==> src/fpc_regs.svh <==
`ifndef FPC_REGS_SVH
`define FPC_REGS_SVH
// Drive output control register layout
`define FPC_DOC_INT_EN_BIT 3
`define FPC_DOC_MOTOR_LO 4
`define FPC_DOC_MOTOR_HI 7
`define FPC_DOC_DRIVE_LO 0
`define FPC_DOC_DRIVE_HI 1
`define FPC_DOC_RESET_BIT 2
// Function enable bit that selects four-drive motor encoding
`define FPC_FER_FOUR_DRIVE_BIT 4
// Reset values
`define FPC_DOC_RESET 8'h00
`define FPC_DSR_RESET 8'h02
`define FPC_CCR_RESET 8'h02
`define FPC_MODE_RESET 8'h00
`define FPC_CFG_RESET 8'h00
`define FPC_LOCK_RESET 1'h0
// Mode command field that routes the diagnostic signal to the encoding pin
`define FPC_MODE_DIAG_BIT 0
`endif

==> src/fpc_pkg.sv <==
package fpc_pkg;
   typedef enum logic [1:0] {
      FPC_CLASSIC,
      FPC_COMPACT,
      FPC_ALTERNATE
   } fpc_host_mode_t;
endpackage

==> src/fpc_pin_ctrl.sv <==
`timescale 1ns/1ps
`include "fpc_regs.svh"
module fpc_pin_ctrl (
   input wire logic clk_sys_in,
   input wire logic rst_b_in,
   input wire logic bus_mode_strap_in,
   input wire logic encoding_pin_in,
   output logic encoding_pin_out,
   output logic encoding_pin_oe_out,
   input wire logic doc_write_in,
   input wire logic [7:0] doc_data_in,
   input wire logic dsr_write_in,
   input wire logic [7:0] dsr_data_in,
   input wire logic ccr_write_in,
   input wire logic [7:0] ccr_data_in,
   input wire logic mode_write_in,
   input wire logic [7:0] mode_data_in,
   input wire logic cfg_write_in,
   input wire logic [7:0] cfg_data_in,
   input wire logic lock_write_in,
   input wire logic lock_data_in,
   input wire logic timing_write_in,
   input wire logic [7:0] timing_data_in,
   input wire logic [7:0] function_enable_in,
   input wire logic exec_done_in,
   input wire logic xfer_ready_in,
   input wire logic non_dma_in,
   input wire logic double_density_in,
   input wire logic diag_in,
   output logic controller_interrupt_out,
   output logic [1:0] motor_enable_b_out,
   output logic [7:0] drive_output_control_out,
   output logic [7:0] data_rate_select_out,
   output logic [7:0] configuration_control_out,
   output logic [7:0] mode_params_out,
   output logic [7:0] config_params_out,
   output logic lock_out,
   output logic [7:0] timing_params_out,
   output fpc_pkg::fpc_host_mode_t host_mode_out
);
   import fpc_pkg::*;

   typedef struct packed {
      logic in_reset;
      fpc_host_mode_t host_mode;
      logic [7:0] doc;
      logic [7:0] dsr;
      logic [7:0] configuration_control_reg;
      logic [7:0] mode;
      logic [7:0] cfg;
      logic lock;
      logic [7:0] timing;
      logic irq;
      logic [1:0] motor_b;
      logic enc;
      logic enc_oe;
   } fpc_state_t;

   fpc_state_t state;
   fpc_state_t next_state;
   logic [1:0] pins_sync;
   logic strap_s;
   logic enc_s;

   // Pins from outside pass two flops first
   fpc_sync #(.WIDTH(2)) u_sync (
      .clk_sys_in(clk_sys_in),
      .async_in({bus_mode_strap_in, encoding_pin_in}),
      .sync_out(pins_sync)
   );
   assign strap_s = pins_sync[1];
   assign enc_s = pins_sync[0];

   // Motor pattern from the drive output register, two or four drive coding
   function automatic logic [1:0] motor_code(input logic [7:0] doc, input logic four);
      logic [1:0] sel;
      logic on;
      sel = doc[`FPC_DOC_DRIVE_HI:`FPC_DOC_DRIVE_LO];
      on = doc[`FPC_DOC_MOTOR_LO + 32'(sel)];
      if (four) begin
         motor_code = on ? ~sel : 2'h3; // Encoded drive number, idle when off
      end else begin
         motor_code = ~doc[`FPC_DOC_MOTOR_LO + 1:`FPC_DOC_MOTOR_LO];
      end
   endfunction

   // Next-state logic
   always_comb begin
      next_state = state;
      next_state.in_reset = 1'b0;
      if (state.in_reset) begin
         // Strap sampled on the first cycle after release
         if (strap_s) begin
            next_state.host_mode = FPC_CLASSIC;
         end else begin
            next_state.host_mode = enc_s ? FPC_ALTERNATE : FPC_COMPACT;
         end
      end
      if (doc_write_in) begin
         next_state.doc = doc_data_in;
      end
      if (dsr_write_in) begin
         next_state.dsr = dsr_data_in;
      end
      if (ccr_write_in) begin
         next_state.configuration_control_reg = ccr_data_in;
      end
      if (mode_write_in && !state.lock) begin
         next_state.mode = mode_data_in;
      end
      if (cfg_write_in && !state.lock) begin
         next_state.cfg = cfg_data_in;
      end
      if (lock_write_in) begin
         next_state.lock = lock_data_in;
      end
      if (timing_write_in) begin
         next_state.timing = timing_data_in;
      end
      // Interrupt source and gating
      next_state.irq = (exec_done_in || (non_dma_in && xfer_ready_in))
         && ((state.host_mode == FPC_ALTERNATE)
         || state.doc[`FPC_DOC_INT_EN_BIT]);
      next_state.motor_b = motor_code(state.doc, function_enable_in[`FPC_FER_FOUR_DRIVE_BIT]);
      next_state.enc_oe = 1'b1;
      next_state.enc = state.mode[`FPC_MODE_DIAG_BIT] ? diag_in : double_density_in;
   end

   // Register the state; timing parameters survive chip reset
   always_ff @(posedge clk_sys_in) begin
      if (!rst_b_in) begin
         state.in_reset <= 1'b1;
         state.host_mode <= FPC_CLASSIC;
         state.doc <= `FPC_DOC_RESET;
         state.dsr <= `FPC_DSR_RESET;
         state.configuration_control_reg <= `FPC_CCR_RESET;
         state.mode <= `FPC_MODE_RESET;
         state.cfg <= `FPC_CFG_RESET;
         state.lock <= `FPC_LOCK_RESET;
         state.timing <= state.timing;
         state.irq <= 1'b0;
         state.motor_b <= 2'h3;
         state.enc <= 1'b0;
         state.enc_oe <= 1'b0; // Pin released so the strap can be read
      end else begin
         state <= next_state;
      end
   end

   assign controller_interrupt_out = state.irq;
   assign motor_enable_b_out = state.motor_b;
   assign encoding_pin_out = state.enc;
   assign encoding_pin_oe_out = state.enc_oe;
   assign drive_output_control_out = state.doc;
   assign data_rate_select_out = state.dsr;
   assign configuration_control_out = state.configuration_control_reg;
   assign mode_params_out = state.mode;
   assign config_params_out = state.cfg;
   assign lock_out = state.lock;
   assign timing_params_out = state.timing;
   assign host_mode_out = state.host_mode;
endmodule

==> src/fpc_sync.sv <==
`timescale 1ns/1ps
// Two flip-flop synchroniser for a group of pin inputs
module fpc_sync #(
   parameter int WIDTH = 4
) (
   input wire logic clk_sys_in,
   input wire logic [WIDTH-1:0] async_in,
   output logic [WIDTH-1:0] sync_out
);
   typedef struct packed {
      logic [WIDTH-1:0] meta;
      logic [WIDTH-1:0] stable;
   } fpc_sync_state_t;
   fpc_sync_state_t state;
   fpc_sync_state_t next_state;

   // The first stage feeds only the second stage
   always_comb begin
      next_state = state;
      next_state.meta = async_in;
      next_state.stable = state.meta;
   end

   // Register the state; no reset, so strap levels keep flowing while the chip is held in reset
   always_ff @(posedge clk_sys_in) begin
      state <= next_state;
   end

   assign sync_out = state.stable;
endmodule

==> config.mk <==
export PLATFORM = sky130hd
export DESIGN_NAME = fpc_pin_ctrl
export DESIGN_NICKNAME = d
export VERILOG_FILES = /design/src/fpc_pkg.sv /design/src/fpc_pin_ctrl.sv /design/src/fpc_sync.sv
export VERILOG_INCLUDE_DIRS = /design/src
export SDC_FILE = /design/constraint.sdc
export NUM_CORES = 1
export LEC_CHECK = 0
export BUFFER_PORTS_ARGS = -buffer_cell sky130_fd_sc_hd__buf_4
export CAP_MARGIN = 20
export CELL_PAD_IN_SITES_DETAIL_PLACEMENT = 1
export CELL_PAD_IN_SITES_GLOBAL_PLACEMENT = 1
export CORE_UTILIZATION = 33
export CTS_CLUSTER_SIZE = 10
export DETAILED_ROUTE_END_ITERATION = 6
export PLACE_DENSITY = 0.89
export SETUP_SLACK_MARGIN = 0.15
export SLEW_MARGIN = 10
export SYNTH_ARGS = -nofsm -noshare
export SYNTH_HDL_FRONTEND = slang
export SYNTH_SLANG_ARGS = --single-unit
==> constraint.sdc <==
create_clock -name clk_sys_in -period 1.25 [get_ports clk_sys_in]
set_input_delay 0.0625 -clock clk_sys_in [delete_from_list [all_inputs] [get_ports clk_sys_in]]
set_output_delay 0.0625 -clock clk_sys_in [all_outputs]
set_load 0.01 [all_outputs]
Word level (Yosys, flattened, before mapping)
Index checks and enable logic that the tools add are counted.
W data, S select, Z words.
- add/subtract/negate cells: 1
- $lt $le $gt $ge: 1
- eq/ne operators: 1
- muxes and demuxes: 16
- bitwise operators: 2
- reduce and logical (&&, ||, !) cells: 8
- operators by type and width (cell ; number):
    $mux W57 ; 1
    $mux W8 ; 6
    $mux W2 ; 5
    $add A3 B2 Y4 const A ; 1
    $logic_and A1 B1 Y1 ; 4
    $lt A4 B4 Y1 const B ; 1
    $not A2 Y2 ; 2
    $bmux W1 S3 ; 1
    $mux W1 ; 3
    $eq A2 B2 Y1 const B ; 1
    $logic_or A1 B1 Y1 ; 2
    $reduce_and A2 Y1 ; 1
    $logic_not A1 Y1 ; 1
- bits in registers: 61
- word-level logic and storage cells: 44

Longest topological paths before layout
Gate-level depths: netlist of run 1.
- depth after elaboration: 6
- mapped depth: 4
- gate-level depth less buffers: 3

Modules after synthesis
A second synthesis of run 1 with hierarchy kept.
- cells, all modules: 229
- area total of the unflattened synthesis: 2479.9 um2
- by module, submodules not included (module ; instances ; cells each ; area an instance (um2) ; sequential area each (um2)):
    fpc_pin_ctrl ; 1 ; 225 ; 2399.8 ; 1221.2
    fpc_sync ; 1 ; 4 ; 80.1 ; 80.1

Worst setup path before layout of run 1
OpenSTA, ideal clock, no wires.
- kind: register to register
- from: reg state (netlist bit lock_out)
- to: reg state (netlist bit config_params_out[3])
- library setup time: 0.117 ns
- data arrival time: 0.835 ns
- slack: 0.298 ns
- stages on the path, launching flop included: 5
- path buffers: 1
- cells stage by stage: dfxtp_1 nor2b_2 buf_6 mux2i_1 nor2_1
- cells in the longest elaborated chain, start to end: 2
- RTL lines (what ; line ; source):
    start: declaration ; fpc_pin_ctrl.sv:59 ; fpc_state_t state;
    start signal: assignment ; fpc_pin_ctrl.sv:146 ; state <= next_state;
    $logic_not A1 Y1 ; fpc_pin_ctrl.sv:111 ; if (cfg_write_in && !state.lock) begin
    $logic_and A1 B1 Y1 ; fpc_pin_ctrl.sv:111 ;
Every way passes these cells.
A chain may end at the register's enable or synchronous reset.

Worst setup path after layout of run 1
- from: reg state (netlist bit lock_out)
- to: reg state (netlist bit config_params_out[2])
The elaborated chain is that of the path after synthesis.

==> impl_metrics.json, run 1 <==
{
  "status": "completed",
  "grt_pass1_wl_um": 9694,
  "core-area_um2": 7253,
  "hold_class": "input pin to register",
  "rsz0062_at_grt": "false",
  "finalSetupTns_ps": 0,
  "cap_violations": 0,
  "synth_top_area_share": 0.4279,
  "busiest_layer": "met2",
  "numPortBuffers": 121,
  "hpwl_um": 4106,
  "path_clk_slew_ps": 70,
  "critical_path_required_ps": 1460,
  "met3_usage": 0.04478,
  "worstSkewPairLatency_ps": 320,
  "worst_path_max_delay_cell": "dfxtp_2",
  "cp-start-kind": "register",
  "crit_type": "register to register",
  "dieHeight_um": 88.69,
  "layout_min_cycle_time_ps": 1018,
  "synth-main-ff-cell": "dfxtp_1",
  "use_met2": 0.3259,
  "critPathBufInv": 1,
  "start_util": 0.3419,
  "drtIter0Drc": 15,
  "relSlewSlack": 0.7750,
  "yosys.area.top_type": "dfxtp_1",
  "htree_levels": 3,
  "cts.sinks": 61,
  "place_inst": 391,
  "power_density_nw_per_um2": 1193,
  "setup_viol": 0,
  "ys_top_cells_by_count": "buf_4 (56), dfxtp_1 (53), mux2i_1 (45)",
  "drt-wirelength-per-cell_um": 14.23,
  "netlist_area_um2": 2480,
  "hold_viol_final": 0,
  "end_kind": "register",
  "synth_seq_area_share": 0.5247,
  "skew_ps": 5.374,
  "async_flop_share": 0,
  "fmax_mhz": 982.4,
  "power_mw": 4.542,
  "via_per_inst": 4.190,
  "ant_nets": 0,
  "fin_hold_ws_ps": 7.868,
  "crit_chain": "nor2b_2 > buf_12 > mux2i_1 > nor2_1",
  "place_ws_ps": 201.0,
  "fin_nets": 427,
  "grt_pass1_vias": 2036,
  "drt_wl_total_um": 6517,
  "post-cts-setup-buffer-count": 0,
  "use_met1": 0.1651,
  "diodes": 0,
  "critical_path_arrival_ps": 1230,
  "post-route-util": 0.5251,
  "grt_max_degree": 23,
  "synth.area.top_cells": "dfxtp_1 (43%), mux2i_1 (18%), buf_4 (17%)",
  "yosysMostFrequentCell": "buf_4",
  "fin_ws_ps": 232.1,
  "drc": 0,
  "synth_seq_cells": 61,
  "post_dp_cell_area_um2": 3104,
  "tightest_slew_ps": 337.5,
  "post-route-period-util": 0.8143,
  "numCtsBuffers": 9,
  "synth_edf_count": 8,
  "crit_fanout": 8,
  "clock_path_buffers": 2,
  "critPathMaxStageDelay_ps": 340,
  "fillCellCount": 806,
  "die_area_um2": 7865,
  "drive_gt1_frac": 0.4011,
  "cts_tree": "built",
  "antenna_found_initial": 0,
  "root_buffer": "clkbuf_8",
  "grt_overflow_total": 0,
  "syn_avg_cell_area_um2": 10.83,
  "gp_congestion": 0.6718,
  "grt.total_usage": 0.1677,
  "die_x_um": 88.69,
  "vias": 1919,
  "fin_area_um2": 3809,
  "slew_violations": 0,
  "firstDrtPassIters": 4,
  "rows": 31,
  "final_cells": 458,
  "synth.net_count": 302,
  "critPathTopFamily": "flip-flops",
  "multiInputGateArea_um2": 708.2,
  "io_pins": 129,
  "syn2layout_area_growth_pct": 53.58,
  "ir_drop_v": 0.0007244,
  "syn_inst": 229,
  "regArea_um2": 1303,
  "yosysWarnings": 0,
  "synth_cell_types": 18,
  "p_leak_nw": 1.796
}
[worst reg2reg max path, delay by kind of cell, from the launching register on]
family	cells	cell delay, ps
flops	1	340
simple gates	2	220
mux	1	200
buf+inv	1	150
[layout by cell type (no fill, tap or decap)]
cell type and count:
buf_4 122, dfxtp_1 52, dlygate4sd3_1 51, mux2i_1 45
nor2_1 42, clkbuf_8 12, edfxtp_1 8, nand2_1 4
a21oi_1 3, nor2b_2 2, nand3_1 2, o22a_1 2
clkinvlp_4 2, buf_12 2, and2_1 1, inv_2 1
nand2b_1 1, nand3b_1 1, inv_1 1, nor3_1 1
clkinv_2 1, clkbuf_1 1, dfxtp_2 1, buf_6 1
[power by group]
part / leakage, nW / internal, mW / switching [mW]
clock network: 0.0917 / 0.879 / 0.726
registers: 0.514 / 2.10 / 0.0673
logic: 1.19 / 0.474 / 0.290
total: 1.80 / 3.46 / 1.08
[final cells by class]
type	count	area share
Clock buffer	13	0.04435
Clock inverter	3	0.005256
Inverter	2	0.001971
Multi-Input combinational cell	104	0.1859
Sequential cell	61	0.3420
Tap cell	99	0.03252
Timing Repair Buffer	176	0.3880
[metal layers]
layer | vias up | share of wire | wire length, um
met5 | - | 0 | 0
met4 | 0 | 0.024 | 157
met3 | 13 | 0.064 | 414
met2 | 77 | 0.55 | 3578
met1 | 886 | 0.36 | 2367
li1 | 943 | - | -
[registers in the layout, indices dropped and copies added (netlist names)]
| name | count |
|---|---|
| timing_params_out | 8 |
| lock_out | 1 |
| config_params_out | 8 |
| encoding_pin_out | 1 |
| drive_output_control_out | 8 |
| u_sync.next_state | 2 |
| encoding_pin_oe_out | 1 |
| configuration_control_out | 8 |
| u_sync.sync_out | 2 |
| mode_params_out | 8 |
| motor_enable_b_out | 2 |
| host_mode_out | 2 |
| data_rate_select_out | 8 |
| controller_interrupt_out | 1 |
| state | 1 |
[worst paths after layout]
kind | from | endpoint | slack [ps] | cells after the start
worst min-delay path | dsr_data_in[3] | data_rate_select_out[3] | 8 | 3
worst min register to register | u_sync.next_state[0] | u_sync.sync_out[0] | 330 | 0
worst max register to register | lock_out | config_params_out[2] | 230 | 4
worst max-delay path | lock_out | config_params_out[2] | 230 | 4
[kinds of logic after synthesis]
logic type,Yosys count,share of synthesized area
AO/OA/AOI/OAI,5,0.01312
buffers and inverters,64,0.1897
flip-flops,61,0.5247
multiplexers,45,0.1816
AND/OR/NAND/NOR,54,0.09082
[repair_timing]
action | CTS | global route
hold endpoints to repair | 52 | 0
hold buffers | 51 | 0
endpoints found under the setup margin | 0 | 4
resized for setup | 0 | 2
Power figures use the tool's default switching activity.
==> run 2: changes to the inputs <==
--- a/config.mk
+++ b/config.mk
@@ -6,14 +6,15 @@
 export SDC_FILE = /design/constraint.sdc
 export NUM_CORES = 1
 export LEC_CHECK = 0
+export ABC_AREA = 1
 export BUFFER_PORTS_ARGS = -buffer_cell sky130_fd_sc_hd__buf_4
 export CAP_MARGIN = 20
 export CELL_PAD_IN_SITES_DETAIL_PLACEMENT = 1
 export CELL_PAD_IN_SITES_GLOBAL_PLACEMENT = 1
-export CORE_UTILIZATION = 33
+export CORE_UTILIZATION = 31
 export CTS_CLUSTER_SIZE = 10
 export DETAILED_ROUTE_END_ITERATION = 6
-export PLACE_DENSITY = 0.89
+export PLACE_DENSITY = 0.88
 export SETUP_SLACK_MARGIN = 0.15
 export SLEW_MARGIN = 10
 export SYNTH_ARGS = -nofsm -noshare
==> constraint.sdc (replaced) <==
create_clock -name clk_sys_in -period 0.95 [get_ports clk_sys_in]
set_input_delay 0.0475 -clock clk_sys_in [delete_from_list [all_inputs] [get_ports clk_sys_in]]
set_output_delay 0.0475 -clock clk_sys_in [all_outputs]
set_load 0.01 [all_outputs]
==> run 2 against run 1 <==
The flow now finishes with violations (setup timing). Die area grew 3.0%. Setup slack lost 260 ps. Clock skew rose by 2.6 ps. Flip-flop and latch count unchanged. Wire length grew 60%. Maximum frequency rose by 4.4%. Non-clock buffer count grew 31.
==> impl_metrics.json, run 2 <==
{
  "status": "finished with violations",
  "violations": "setup timing",
  "drt-wirelength-per-cell_um": 18.99,
  "synth_fa_ha_area_frac": 0,
  "firstDrtPassIters": 4,
  "dieHeight_um": 89.99,
  "ir_drop_v": 0.0009550,
  "cts.sinks": 61,
  "fin_ws_ps": -24.85,
  "post-route-util": 0.6280,
  "setup_viol": 4,
  "io_pins": 129,
  "reg2reg_from": "lock_out",
  "clock_path_buffers": 2,
  "slew_violations": 0,
  "root_buffer": "clkbuf_8",
  "yosysWarnings": 0,
  "crit_fanout": 8,
  "drt_wl_total_um": 10430,
  "drive_gt1_frac": 0.6089,
  "layout_commonest_cell": "buf_4",
  "synth.area.top_cells": "dfxtp_1 (44%), buf_4 (17%), nor2_1 (12%)",
  "worst_path_max_delay_cell": "dfxtp_4",
  "synth_cell_types": 13,
  "relSlewSlack": 0.7868,
  "place_inst": 450,
  "grt_max_degree": 16,
  "drc": 0,
  "synthXorXnorAreaFrac": 0,
  "worstSetupStartpoint": "lock_out",
  "hp-start": "xfer_ready_in",
  "antenna_found_initial": 0,
  "synth_seq_area_share": 0.5422,
  "final_cells": 549,
  "post-route-period-util": 1.026,
  "syn_avg_cell_area_um2": 8.540,
  "synth.net_count": 354,
  "vias": 2525,
  "critical_path_required_ps": 1170,
  "cp-start-kind": "register",
  "ant_nets": 0,
  "skew_ps": 7.958,
  "syn2layout_area_growth_pct": 92.86,
  "hold_viol_final": 0,
  "via_per_inst": 4.599,
  "diodes": 0,
  "finalSetupTns_ps": -46.81,
  "htree_levels": 3,
  "grt_overflow_total": 0,
  "critPathMaxStageDelay_ps": 400,
  "use_met1": 0.2450,
  "synth_seq_cells": 61,
  "post_dp_cell_area_um2": 3058,
  "synth_top_family_by_area": "buffers and inverters",
  "tightest_slew_ps": 319.5,
  "grt.total_usage": 0.2491,
  "async_flop_share": 0,
  "synth_top_area_share": 0.4421,
  "rsz0062_at_grt": "true",
  "yosysMostFrequentCell": "nor2_1",
  "met3_usage": 0.05753,
  "power_mw": 7.119,
  "busiest_layer": "met2",
  "critical_path_arrival_ps": 1200,
  "grt_pass1_wl_um": 15350,
  "final_cell_mix": "buf_4 (90), buf_6 (60), dlygate4sd3_1 (57)",
  "core-area_um2": 7370,
  "fin_nets": 518,
  "hold_class": "input pin to register",
  "p_leak_nw": 2.064,
  "numCtsBuffers": 9,
  "numPortBuffers": 121,
  "grt_pass1_vias": 2870,
  "power_density_nw_per_um2": 1538,
  "crit_type": "register to register",
  "path_clk_slew_ps": 70,
  "start_util": 0.3256,
  "fin_area_um2": 4628,
  "ys_top_cells_by_count": "nor2_1 (78), buf_4 (53), dfxtp_1 (53)",
  "synth-main-ff-cell": "dfxtp_1",
  "synthSimpleGateAreaFrac": 0.1616,
  "syn_inst": 281,
  "hpwl_um": 4860,
  "die_x_um": 89.99,
  "crit_chain": "clkinv_8 > nand2_8 > inv_12 > nor2_4 > nor2_2",
  "place_ws_ps": 21.48,
  "synth_edf_count": 8,
  "fmax_mhz": 1026,
  "rows": 31,
  "cts_tree": "built",
  "gp_congestion": 0.6913,
  "fin_hold_ws_ps": 2.179,
  "netlist_area_um2": 2400,
  "synthMuxAreaShare": 0,
  "die_area_um2": 8097,
  "cap_violations": 0,
  "yosys.area.top_type": "dfxtp_1",
  "worstSkewPairLatency_ps": 340,
  "end_kind": "register",
  "synth_compound_gate_area_share": 0.1022,
  "layout_min_cycle_time_ps": 974.9,
  "use_met2": 0.4981,
  "drtIter0Drc": 63
}
==> run 2: repair_timing <==
item / 4_1_cts / 5_1_grt
gates cloned: 2 / 0
pin swaps: 21 / 15
endpoints found under the setup margin: 74 / 80
hold buffers: 56 / 1
gates resized for setup: 181 / 35
buffers inserted: 19 / 5
hold endpoints to repair: 52 / 1
==> run 2: critical path: cells and delay by family (launching register included) <==
family | cells | cell delay (ps)
flip-flops | 1 | 400
AND/OR/NAND/NOR | 3 | 280
buffers and inverters | 2 | 170
==> run 2: layout make-up <==
cell class,count,area (um2)
clock buffers,9,123.9
clock inverters,7,90.09
fillers,795,2741
inverters,14,90.09
multi-input cells,152,905.9
flip-flops and latches,61,1373
well taps,99,123.9
repair buffers,207,1922
==> run 2: worst paths after layout <==
path / to / slack (ps) / depth (start not counted)
max: config_params_out[2] / -20 / 5
min: controller_interrupt_out / 2 / 3
max reg2reg: config_params_out[2] / -20 / 5
min reg2reg: u_sync.sync_out[1] / 330 / 0
==> run 2: where the power goes <==
part / switching [mW] / internal (mW) / leakage [nW]
Combinational: 0.688 / 0.892 / 1.43
Clock: 1.11 / 1.46 / 0.105
Sequential: 0.144 / 2.82 / 0.529
Total: 1.95 / 5.17 / 2.06
==> run 2: cell families (layout without fill, tap and decap cells) <==
kind of cell           after synthesis  after routing
and+or+nand+nor                    101            103
buffers and inverters               70            237
DFF                                 61             61
AOI/OAI and AO/OA                   49             49
==> run 2: per-layer routing <==
| metal | wire (um) | share of wire |
|---|---|---|
| met3 | 562 | 0.054 |
| met1 | 3636 | 0.35 |
| met5 | 0 | 0 |
| met2 | 6003 | 0.58 |
| met4 | 226 | 0.022 |
